### src/logic/rtctc_pkg.sv
/*
  rtctc_pkg: register offsets, field positions, reset values and timing
  constants for the real-time clock timer.
  assumes a 50 MHz system clock and a 32-bit Avalon-MM register bus.
*/
package rtctc_pkg;

  // register word addresses (one 32-bit word each)
  localparam logic [3:0] OFF_SECONDS   = 4'h0;
  localparam logic [3:0] OFF_MINUTES   = 4'h1;
  localparam logic [3:0] OFF_HOURS     = 4'h2;
  localparam logic [3:0] OFF_WEEKDAY   = 4'h3;
  localparam logic [3:0] OFF_CONTROL1  = 4'h4;
  localparam logic [3:0] OFF_CONTROL2  = 4'h5;
  localparam logic [3:0] OFF_SRC_SEL   = 4'h6;
  localparam logic [3:0] OFF_IRQ_CTRL  = 4'h7;

  // rtc_control_first fields
  localparam int BIT_RUN_REQ     = 0;
  localparam int BIT_RUNNING     = 1;
  localparam int BIT_HOUR_FMT    = 2;
  localparam int BIT_AFTERNOON   = 3;
  localparam int BIT_UPD_BUSY    = 4;
  // rtc_irq_control fields
  localparam int BIT_REQ_PENDING = 0;
  localparam int BIT_IRQ_ENABLE  = 1;

  localparam logic [7:0] CONTROL2_RESET = 8'h00;
  localparam logic [3:0] SRC_SEL_RESET  = 4'h0;

  // count-source tick: one second base divided into 256 sub-ticks
  localparam int CLK_HZ          = 50_000_000;
  localparam int SUBTICKS_PER_S  = 256;
  localparam int TICK_CYCLES     = CLK_HZ / SUBTICKS_PER_S;
  // start/stop handshake latency, in count-source ticks
  localparam int HANDSHAKE_TICKS = 2;
  // busy window around each update, microseconds
  localparam int BUSY_US         = 62_500;
  localparam int BUSY_SUBTICKS   = (BUSY_US * SUBTICKS_PER_S) / 1_000_000;

  localparam logic [5:0] SEC_MAX  = 6'd59;
  localparam logic [5:0] MIN_MAX  = 6'd59;
  localparam logic [4:0] HR24_MAX = 5'd23;
  localparam logic [4:0] HR12_MAX = 5'd11;
  localparam logic [2:0] WK_MAX   = 3'd6;

  typedef struct packed {
    logic [5:0] sec;
    logic [5:0] min;
    logic [4:0] hr;
    logic [2:0] wk;
    logic       pm;
  } rtctc_time_t;

endpackage

### src/logic/rtctc_top.sv
/*
  rtctc_top: real-time clock timer with start/stop handshake, time
  registers, update busy flag and update request flag, on Avalon-MM.
  assumes a synchronous active-high reset and a master that honours
  waitrequest; the count source is a divider tick from clk_i.
*/
// The Avalon-MM slave port and the register offsets are this design's own decisions.
// Functional notes
// - start bit raises running flag within two ticks
// - clearing start drops running flag within two ticks
// - stopped means start and running both zero
// - busy held about 62.5 ms around update
// - time reads are not an atomic snapshot
// - each update sets the request pending flag
`timescale 1ns/10ps
module rtctc_top #(
  parameter int TICK_CYCLES = rtctc_pkg::TICK_CYCLES
) (
  input  wire logic        clk_i,
  input  wire logic        reset_i,
  input  wire logic [3:0]  avs_address_i,
  input  wire logic        avs_read_i,
  input  wire logic        avs_write_i,
  input  wire logic [31:0] avs_writedata_i,
  input  wire logic [3:0]  avs_byteenable_i,
  output logic      [31:0] avs_readdata_o,
  output logic             avs_waitrequest_o,
  output logic             count_running_flag_o,
  output logic             update_in_progress_o
);

  typedef enum logic [1:0] {
    RTCTC_IDLE = 2'b00,
    RTCTC_ACK  = 2'b01
  } rtctc_bus_t;

  rtctc_bus_t          bus_state;
  rtctc_pkg::rtctc_time_t tm;
  logic                count_run_request;
  logic                count_running_flag;
  logic                hour_format_select;
  logic                update_in_progress;
  logic                request_pending_flag;
  logic                irq_enable;
  logic [7:0]          rtc_control_second;
  logic [3:0]          clock_source_bits;
  logic [31:0]         tick_div;
  logic [7:0]          subtick;
  logic [1:0]          hs_cnt;
  logic [7:0]          busy_cnt;

  // count-source tick from divider
  wire logic tick       = (tick_div == 32'(TICK_CYCLES - 1));
  wire logic sec_tick   = tick && (subtick == 8'hff);
  wire logic mismatch   = (count_run_request != count_running_flag);
  wire logic stopped    = !count_run_request && !count_running_flag;
  // a write lands at the edge where the master sees waitrequest low
  wire logic wr_go      = avs_write_i && (bus_state == RTCTC_ACK);
  wire logic rd_go      = avs_read_i && (bus_state == RTCTC_IDLE);
  wire logic lane0      = avs_byteenable_i[0];
  wire logic wr_ctl1    = wr_go && lane0 && (avs_address_i == rtctc_pkg::OFF_CONTROL1);
  wire logic wr_irq     = wr_go && lane0 && (avs_address_i == rtctc_pkg::OFF_IRQ_CTRL);
  // setup registers only take writes while stopped; others are dropped
  wire logic setup_ok   = wr_go && lane0 && stopped;
  wire logic update     = sec_tick && count_running_flag;
  // busy rises seven ticks before the update, falls after it
  wire logic busy_start = count_running_flag && tick &&
                          (subtick == 8'(256 - rtctc_pkg::BUSY_SUBTICKS / 2));
  wire logic hr_wrap    = (tm.hr == (hour_format_select ? rtctc_pkg::HR12_MAX
                                                        : rtctc_pkg::HR24_MAX));
  wire logic day_carry  = hr_wrap && (!hour_format_select || tm.pm);

  logic [7:0] rd_mux;
  always_comb begin
    rd_mux = 8'h00;
    case (avs_address_i)
      rtctc_pkg::OFF_SECONDS:  rd_mux = {2'b00, tm.sec};
      rtctc_pkg::OFF_MINUTES:  rd_mux = {2'b00, tm.min};
      rtctc_pkg::OFF_HOURS:    rd_mux = {3'b000, tm.hr};
      rtctc_pkg::OFF_WEEKDAY:  rd_mux = {5'b00000, tm.wk};
      rtctc_pkg::OFF_CONTROL1: rd_mux = {3'b000, update_in_progress, tm.pm,
                                         hour_format_select, count_running_flag,
                                         count_run_request};
      rtctc_pkg::OFF_CONTROL2: rd_mux = rtc_control_second;
      rtctc_pkg::OFF_SRC_SEL:  rd_mux = {4'h0, clock_source_bits};
      rtctc_pkg::OFF_IRQ_CTRL: rd_mux = {6'h00, irq_enable, request_pending_flag};
      default:                 rd_mux = 8'h00;
    endcase
  end

  // bus: one wait cycle, then acknowledge
  always_ff @(posedge clk_i) begin
    if (reset_i) begin
      bus_state         <= RTCTC_IDLE;
      avs_waitrequest_o <= 1'b1;
      avs_readdata_o    <= 32'h0000_0000;
    end else begin
      case (bus_state)
        RTCTC_IDLE: begin
          avs_waitrequest_o <= !(avs_read_i || avs_write_i);
          if (avs_read_i || avs_write_i) begin
            bus_state <= RTCTC_ACK;
          end
          if (rd_go) begin
            avs_readdata_o <= {24'h00_0000, rd_mux};
          end
        end
        RTCTC_ACK: begin
          bus_state         <= RTCTC_IDLE;
          avs_waitrequest_o <= 1'b1;
        end
        default: begin
          bus_state         <= RTCTC_IDLE;
          avs_waitrequest_o <= 1'b1;
        end
      endcase
    end
  end

  // control and configuration registers
  always_ff @(posedge clk_i) begin
    if (reset_i) begin
      count_run_request  <= 1'b0;
      hour_format_select <= 1'b0;
      rtc_control_second <= rtctc_pkg::CONTROL2_RESET;
      clock_source_bits  <= rtctc_pkg::SRC_SEL_RESET;
      irq_enable         <= 1'b0;
    end else begin
      if (wr_ctl1) begin
        count_run_request <= avs_writedata_i[rtctc_pkg::BIT_RUN_REQ];
      end
      if (setup_ok && avs_address_i == rtctc_pkg::OFF_CONTROL1) begin
        hour_format_select <= avs_writedata_i[rtctc_pkg::BIT_HOUR_FMT];
      end
      if (setup_ok && avs_address_i == rtctc_pkg::OFF_CONTROL2) begin
        rtc_control_second <= avs_writedata_i[7:0];
      end
      if (setup_ok && avs_address_i == rtctc_pkg::OFF_SRC_SEL) begin
        clock_source_bits <= avs_writedata_i[3:0];
      end
      if (wr_irq) begin
        irq_enable <= avs_writedata_i[rtctc_pkg::BIT_IRQ_ENABLE];
      end
    end
  end

  // count source and start/stop handshake
  always_ff @(posedge clk_i) begin
    if (reset_i) begin
      tick_div           <= 32'h0000_0000;
      subtick            <= 8'h00;
      hs_cnt             <= 2'b00;
      count_running_flag <= 1'b0;
    end else begin
      tick_div <= tick ? 32'h0000_0000 : tick_div + 32'h0000_0001;
      if (tick && count_running_flag) begin
        subtick <= subtick + 8'h01;
      end
      if (!mismatch) begin
        hs_cnt <= 2'b00;
      end else if (tick) begin
        if (hs_cnt == 2'(rtctc_pkg::HANDSHAKE_TICKS - 1)) begin
          count_running_flag <= count_run_request;
          hs_cnt             <= 2'b00;
        end else begin
          hs_cnt <= hs_cnt + 2'b01;
        end
      end
    end
  end

  // time counters with carry chain
  always_ff @(posedge clk_i) begin
    if (reset_i) begin
      tm <= '0;
    end else if (setup_ok && avs_address_i == rtctc_pkg::OFF_SECONDS) begin
      tm.sec <= avs_writedata_i[5:0];
    end else if (setup_ok && avs_address_i == rtctc_pkg::OFF_MINUTES) begin
      tm.min <= avs_writedata_i[5:0];
    end else if (setup_ok && avs_address_i == rtctc_pkg::OFF_HOURS) begin
      tm.hr <= avs_writedata_i[4:0];
    end else if (setup_ok && avs_address_i == rtctc_pkg::OFF_WEEKDAY) begin
      tm.wk <= avs_writedata_i[2:0];
    end else if (setup_ok && avs_address_i == rtctc_pkg::OFF_CONTROL1) begin
      tm.pm <= avs_writedata_i[rtctc_pkg::BIT_AFTERNOON];
    end else if (update) begin
      tm.sec <= (tm.sec == rtctc_pkg::SEC_MAX) ? 6'd0 : tm.sec + 6'd1;
      if (tm.sec == rtctc_pkg::SEC_MAX) begin
        tm.min <= (tm.min == rtctc_pkg::MIN_MAX) ? 6'd0 : tm.min + 6'd1;
        if (tm.min == rtctc_pkg::MIN_MAX) begin
          tm.hr <= hr_wrap ? 5'd0 : tm.hr + 5'd1;
          if (hr_wrap && hour_format_select) begin
            tm.pm <= !tm.pm;
          end
          if (day_carry) begin
            tm.wk <= (tm.wk == rtctc_pkg::WK_MAX) ? 3'd0 : tm.wk + 3'd1;
          end
        end
      end
    end
  end

  // busy window and update request; set wins over clear
  always_ff @(posedge clk_i) begin
    if (reset_i) begin
      update_in_progress   <= 1'b0;
      busy_cnt             <= 8'h00;
      request_pending_flag <= 1'b0;
    end else begin
      if (busy_start) begin
        update_in_progress <= 1'b1;
        busy_cnt           <= 8'h00;
      end else if (update_in_progress && tick) begin
        busy_cnt <= busy_cnt + 8'h01;
        if (busy_cnt == 8'(rtctc_pkg::BUSY_SUBTICKS - 1)) begin
          update_in_progress <= 1'b0;
        end
      end
      if (!count_running_flag) begin
        update_in_progress <= 1'b0;
      end
      if (update) begin
        request_pending_flag <= 1'b1;
      end else if (wr_irq && !avs_writedata_i[rtctc_pkg::BIT_REQ_PENDING]) begin
        request_pending_flag <= 1'b0;
      end
    end
  end

  always_ff @(posedge clk_i) begin
    if (reset_i) begin
      count_running_flag_o <= 1'b0;
      update_in_progress_o <= 1'b0;
    end else begin
      count_running_flag_o <= count_running_flag;
      update_in_progress_o <= update_in_progress;
    end
  end

endmodule

### config.mk
export PLATFORM = sky130hd
export DESIGN_NAME = rtctc_top
export DESIGN_NICKNAME = d
export VERILOG_FILES = /design/src/logic/rtctc_pkg.sv /design/src/logic/rtctc_top.sv
export SDC_FILE = /design/constraint.sdc
export NUM_CORES = 1
export LEC_CHECK = 0
export BUFFER_PORTS_ARGS = -buffer_cell sky130_fd_sc_hd__buf_2
export CORE_UTILIZATION = 52
export DETAILED_ROUTE_END_ITERATION = 10
export GPL_TIMING_DRIVEN = 0
export PLACE_DENSITY = 0.71
export SYNTH_ARGS = -nofsm -noshare
export SYNTH_HDL_FRONTEND = slang
export SYNTH_SLANG_ARGS = --single-unit
### constraint.sdc
create_clock -name clk_i -period 2.8 [get_ports clk_i]
set_clock_uncertainty 0.1 [all_clocks]
set_input_delay 0.28 -clock clk_i [delete_from_list [all_inputs] [get_ports clk_i]]
set_output_delay 0.28 -clock clk_i [all_outputs]
set_load 0.01 [all_outputs]
# == Yosys cells after proc, flatten, opt, wreduce, memory -nomap -nowiden ==
# Index checks and enable logic that the tools add are counted.
# op_classes
add_sub_neg,8
n_eq_ne,27
muxes,32
bitwise,7
n_reduce_logical,62
# ops
cell,n
21-bit two-way mux,7
8-bit case mux with 8 select lines,1
32-bit by 1-bit adder with 32-bit output (second input constant),1
32-bit by 18-bit == test with 1-bit output (second input constant),1
6-bit two-way mux,5
7-bit nonzero test,4
6-bit nonzero test,4
1-bit logical AND,22
20-bit two-way mux,1
17-bit two-way mux,1
8-bit by 1-bit adder with 8-bit output (second input constant),2
4-bit by 3-bit == test with 1-bit output (second input constant),4
8-bit == test (second input constant),2
8-bit AND reduction,2
15-bit two-way mux,1
5-bit two-way mux,3
5-bit nonzero test,3
6-bit by 1-bit adder with 6-bit output (second input constant),2
6-bit == test (second input constant),2
12-bit two-way mux,1
2-bit != test (second input constant),6
2-bit OR reduction,5
3-bit two-way mux,3
9-bit two-way mux,1
26 further kinds,52
# totals
register_bits,101
output_inout_bits,35

# == Longest topological paths before layout ==
# Gate-level depths: netlist of run 1.
# logic_depth
ltp_word,18
ltp_mapped,11

# == Worst setup path before layout of run 1 ==
# OpenSTA, ideal clock, no wires.
# synth_path
path_kind,reg-to-reg
from,register count_running_flag
to,register tm[1] (netlist name)
t_arrival_ns,2.189
path_slack_ns,0.379
path_stages_with_launch,12
period_less_slack_ns,2.421
cell_sequence,dfxtp_1 > clkbuf_1 > inv_1 > ha_1 > nand4_2 > or3_1 > clkbuf_1 > nor2_2 > nor2_1 > a211o_1 > a211oi_1 > nor3_1
# synth_via
elab_chain_cells,6
# synth_rtl
element,line_no,source
from (decl),rtctc_top.sv:40,logic count_running_flag;
from (signal assigned),rtctc_top.sv:163,count_running_flag <= count_run_request;
1-bit zero test,n/a,
1-bit logical AND,rtctc_top.sv:56,wire logic stopped = !count_run_request && !count_running_flag;
1-bit logical AND,rtctc_top.sv:64,wire logic setup_ok = wr_go && lane0 && stopped;
"1-bit logical AND, on equally long branches",n/a,
6-bit nonzero test (no line) (tied with other cells),n/a,
8-bit AND reduction (no line),n/a,
to (decl),rtctc_top.sv:38,rtctc_pkg::rtctc_time_t tm;
# Parallel ways exist; a longest one is shown, timed or not.
# A chain may end at the register's enable or synchronous reset.

# == Final worst setup path of run 1 ==
# Same ends and word-level chain as after synthesis.

==> metrics.txt, run 1 <==
number of synthesized flops with an enable pin 0; TritonCTS Buffers 9; worst slew pin tran slightly below 900 ps; grt total ovfl 0; Final Hold Viols 0; Pleak approximately 2.3 nW; Yosys Warn Count 0; DIE HEIGHT about 100 um; nature of the critical path startpoint flip-flop; WP data arrival 2730 ps; GR Util All Layers about a quarter; dpl cell area roughly 5700 sq um; final setup vio count 0; Sink Count 101; number of remaining DRC errors 0; prevailing post-synth register cell dfxtp_1; 1st-pass router iterations 5; crit share post-route between 90% and 100%; Routed Antenna Nets 0; Mapped Area 5330 sq um; Util after Layout between 60% and 70%; Max Slew Vio Count 0; largest net degree at the start of global routing 20; Synth Register Bits 101; Post-synth ARST share 0%; core area 9860 sq um; Port Buffers 24; max cap viols 0; count leader, synth dfxtp_1; clock transition at the registers of the reported paths approximately 100 ps; Initial Util 54.0%; PD cells roughly 450 nW/um^2; status completed; share of layout cells above drive strength 1 approximately an eighth; Post-CTS Hold Buffers 0; initial antenna violation count 0; Clock Latency Late Sink about 380 ps; dpl cells 832; critical path type reg2reg; die area 10700 sq um; final setup margin ~220 ps; ANT cells 0; htree depth 3; CTS Buffer Depth 2; f_max slightly below 400 MHz; Worst Path Max Fanout 9; Register Area about 2000 sq um; post-detail-place hpwl between 8000 and 9000 um; RSZ-0062 raised after global routing false; Root Driver clkbuf_8; Hold WC Path Type in2reg; final-layout fill cell count just under 900; Die W 103 um; Min Clock Period, post-route 2580 ps; post-place setup slack -41.2 ps; placer congestion estimate 0.907; Commonest cells post-synth dfxtp_1, nor2_1, nand2_1; Initial DRC Count approximately 210; nets 764; Top-Level Pins between 70 and 80; standard-cell rows 36; Peak VDD IR about 0.53 mV; Unique masters post-synth 66; Synth-to-Final Area Change 12.2%; Multi-input gate area 3060 sq um; total chip power about 2.7 mW; via count 4629; Finished Cell Area ~6000 sq um; vias in the first global route 4260; register area share after synthesis a little under two fifths; Yosys top cell by area dfxtp_1; top cell type's share of synthesized area roughly 38%; first-pass GRT wire length 19900 um; Mean Syn Cell Area approximately 8.2 sq um; Crit. End Element flip-flop; post-synthesis cell count around 650; Slew Limit Headroom 40.0%; main area contributors after synthesis dfxtp_1, nor2_1, mux2i_1; fin cells 850; post-detailed-route wirelength per cell between 10 and 15 um; WP data required a little under 3000 ps; vias per inst approximately 5.4; CTS tree done; WL final 12100 um
-- power by group --
part / switching, mW / leakage, nW / internal (mW)
sequential: 0.0213 / 0.817 / 1.46
clock: 0.541 / 0.105 / 0.433
combinational: 0.147 / 1.33 / 0.0940
-- flip-flops by register name (all words and copies together), names as in the netlist, 2 cells and up --
signal,cells
avs_readdata_o,8
busy_cnt,8
hs_cnt,2
rtc_control_second,8
tick_div,32
tm,21
subtick,8
clock_source_bits,4
-- repair_timing --
action / in CTS / in global routing
gates resized for setup: 0 / 7
pin swaps: 0 / 2
setup buffers: 0 / 3
endpoints found under the hold margin: 0 / 0
setup endpoints to repair: 3 / 23
-- final cells by class --
| class | count | area share (%) |
|---|---|---|
| buffer | 58 | 5.34 |
| clock buffer | 9 | 2.07 |
| clock inverter | 7 | 1.53 |
| inverter | 14 | 0.879 |
| multi-input combinational | 501 | 51.2 |
| sequential | 101 | 33.8 |
| tap | 133 | 2.78 |
| timing repair buffer | 27 | 2.39 |
-- critical path, cell delays in order, from the launching register on --
cell and delay [ps]:
dfxtp_1 320, clkbuf_1 200, inv_1 150, ha_1 210
nand4_4 190, or3_4 430, nor2_4 140, a311oi_1 60
a211o_1 330, a211oi_1 250, nor3_1 70
-- stage by stage --
| stage | hold slack, ps | setup TNS (ps) |
|---|---|---|
| after floorplan | 310 | 0 |
| after CTS | 28.1 | -110 |
| after global placement | 342 | 0 |
| after global routing | 39.0 | 0 |
| final | 42.7 | 0 |
| after detailed placement | 349 | -101 |
-- path summary, 6_finish.rpt --
| path | start | depth (start not counted) | slack, ps | endpoint |
|---|---|---|---|---|
| max | count_running_flag | 10 | 220 | tm[1] |
| min | avs_writedata_i[6] | 3 | 40 | rtc_control_second[6] |
| max reg2reg | count_running_flag | 10 | 220 | tm[1] |
| min reg2reg | avs_readdata_o[7] | 2 | 360 | avs_readdata_o[7] |
-- routing by layer --
metal,routed length (um),global-route usage (%)
met2,5870,41.3
met4,329,10.1
met3,552,4.97
met1,5350,30.1
met5,0,0
-- cells by family (layout without fill, tap and decap cells) --
family / after synthesis / count (layout) / synth area share [%]
other: 1 / 24 / 0.0704
XOR/XNOR: 42 / 42 / 6.90
multiplexers: 40 / 40 / 7.84
AO/OA/AOI/OAI: 94 / 94 / 11.3
flip-flops: 101 / 101 / 37.9
AND/OR/NAND/NOR: 293 / 293 / 27.1
adder cells (fa/ha/maj): 8 / 8 / 1.88
buffers and inverters: 73 / 115 / 7.04
-- layout by cell type (no fill, tap or decap), types with 3 or more instances in the layout --
cell type	count
or3_1	7
a211oi_1	8
nor2_1	100
a31oi_1	3
nor4_1	6
nand3_1	30
and3_1	15
clkbuf_1	27
nand2b_1	7
nor3b_1	4
xor2_1	22
nor3_2	3
buf_1	3
mux2_2	4
a221oi_1	3
nand4_1	10
nand3b_1	6
clkbuf_8	9
nand2_1	55
nor3_1	22
ha_1	8
mux2i_1	35
a22oi_1	3
nor2b_1	6
inv_1	14
o21ai_0	25
or2_2	3
a21oi_1	26
buf_4	27
buf_2	27
conb_1	24
xnor2_1	20
dfxtp_1	101
Power figures use the tool's default switching activity.
==> run 2: changes to the inputs <==
--- a/config.mk
+++ b/config.mk
@@ -5,11 +5,12 @@
 export SDC_FILE = /design/constraint.sdc
 export NUM_CORES = 1
 export LEC_CHECK = 0
+export ABC_AREA = 1
 export BUFFER_PORTS_ARGS = -buffer_cell sky130_fd_sc_hd__buf_2
 export CORE_UTILIZATION = 52
 export DETAILED_ROUTE_END_ITERATION = 10
 export GPL_TIMING_DRIVEN = 0
-export PLACE_DENSITY = 0.71
+export PLACE_DENSITY = 0.7
 export SYNTH_ARGS = -nofsm -noshare
 export SYNTH_HDL_FRONTEND = slang
 export SYNTH_SLANG_ARGS = --single-unit
==> run 2 against run 1 <==
- sequential power barely moved
- global-route usage grew 1.5 points
- count of clock-buffer cells in the layout is 3 higher
- worst hold slack got worse by 10 ps
- largest cell class unchanged
- register-to-register slack gained 200 ps
- flip-flop and latch count did not move
- highest routed layer unchanged
- wire length increased by 18%
- critical path depth up 2
- first-iteration DRC count increased by 47%
==> metrics.txt, run 2 <==
status completed; Root Driver clkbuf_8; Post-CTS Resized 0; number of synthesized flops with an enable pin 0; Port Buffers 27; RSZ-0062 raised after global routing false; Yosys top cell by area dfxtp_1; Synth-to-Final Area Change 10.3%; Clock Latency Late Sink 370 ps; largest net degree at the start of global routing 16; Routed Antenna Nets 0; WP data arrival about 2600 ps; Worst Path Max Fanout 10; nets around 960; Min Clock Period, post-route 2370 ps; top cell type's share of synthesized area 35.7%; worst slew pin tran around 970 ps; largest register by flop count tick_div; final setup margin roughly 430 ps; TNS Setup 0 ps; clock transition at the registers of the reported paths roughly 90 ps; Slew Limit Headroom between 30% and 40%; commonest non-fill, non-tap cell in the layout nand2_1; Final Hold Viols 0; share of layout cells above drive strength 1 a little over a tenth; 1st-pass router iterations 5; final hold slack ~33 ps; max reg flops 32; prevailing post-synth register cell dfxtp_1; placer congestion estimate 0.903; Unique masters post-synth 42; WP data required 2970 ps; Mean Syn Cell Area between 6 and 7 sq um; core area about 10000 sq um; initial antenna violation count 0; Commonest cells post-synth nand2_1, dfxtp_1, inv_1; post-place setup slack 438 ps; Die W around 110 um; dpl cells just over 1000; max cap viols 0; CTS Buffer Depth 2; post-detailed-route wirelength per cell 13.7 um; Hold WC Path Type in2reg; die area around 11000 sq um; post-synthesis cell count ~840; crit share post-route a little over four fifths; Sink Count a little over 100; Max Slew Vio Count 0; Finished Cell Area around 6300 sq um; DIE HEIGHT around 110 um; count leader, synth nand2_1; Post-synth ARST share 0%; critical path type reg2reg; Util after Layout about 60%; Crit. End Element flip-flop; main area contributors after synthesis dfxtp_1, nand2_1, inv_1; standard-cell rows 37; f_max about 420 MHz; via count about 5600; Initial DRC Count roughly 310; total chip power between 2 and 3 mW; Yosys Warn Count 0; postcts setup bufs 0; Synth Register Bits between 100 and 150; TritonCTS Buffers 9; fin cells ~1000; GR Util All Layers between 20% and 30%; register area share after synthesis between 30 and 40%; grt total ovfl 0; PD cells 426 nW/um^2; ANT cells 0; Top-Level Pins between 70 and 80; post-detail-place hpwl about 11000 um; vias in the first global route ~5000; Initial Util 54.2%; first-pass GRT wire length approximately 23000 um; final setup vio count 0; Pleak ~2.5 nW; WL final 14300 um; top flop regs tick_div: 32 flops, tm: 21 flops; dpl cell area 6060 sq um; Mapped Area between 5000 and 6000 sq um; htree depth 3; CTS tree done; nature of the critical path startpoint flip-flop; number of remaining DRC errors 0; vias per inst 5.35; commonest non-fill, non-tap cells in the layout nand2_1, dfxtp_1, inv_1, nor2_1, a21oi_1; Post-CTS Hold Buffers 0; Peak VDD IR between 0.4 and 0.5 mV
-- run 2: kinds of logic (layout without fill, tap and decap cells) --
group / after synthesis / count (layout) / synth area share [%]
buffers and inverters: 139 / 182 / 11.0
other: 1 / 24 / 0.0662
xor gates and xnor gates: 19 / 19 / 2.94
adders and majority gates: 8 / 8 / 1.77
AOI/OAI and AO/OA: 156 / 156 / 15.0
and+or+nand+nor: 418 / 418 / 33.6
DFF: 101 / 101 / 35.7
-- run 2: cell type report --
type	instances	area (sq um)
clock buffer	12	145
tap	136	170
timing repair buffer	27	135
multi-input combinational	625	3110
buffer	36	235
clock inverter	4	47.5
sequential	101	2020
fill	1019	4210
inverter	103	387
-- run 2: path summary, 6_finish.rpt --
kind	from	to	slack (ps)	cells past startpoint
min	avs_read_i	avs_waitrequest_o	30	2
max	tick_div[0]	tm[7]	430	12
min reg2reg	hs_cnt[1]	hs_cnt[1]	340	2
max reg2reg	tick_div[0]	tm[7]	430	12
-- run 2: power breakdown --
part	switching, mW	internal, mW
combinational	0.159	0.0902
clock	0.492	0.436
sequential	0.0229	1.46
total	0.675	1.99
-- run 2: routing by layer --
| metal | wire length [um] | track usage [%] |
|---|---|---|
| met3 | 729 | 4.23 |
| met2 | 7110 | 46.8 |
| met4 | 314 | 8.93 |
| met1 | 6110 | 30.5 |
| met5 | 0 | 0 |
-- run 2: critical path, stage by stage, from the launching register on --
cell and delay (ps):
dfxtp_1 360, ha_1 170, nand2_1 100, nor2_4 170, nand3_1 130, nor2_1 220
nand3_1 220, nand3_1 200, nand2_1 80, nand2_1 260, nand3b_1 140, nand2_1 80
nor2_1 50
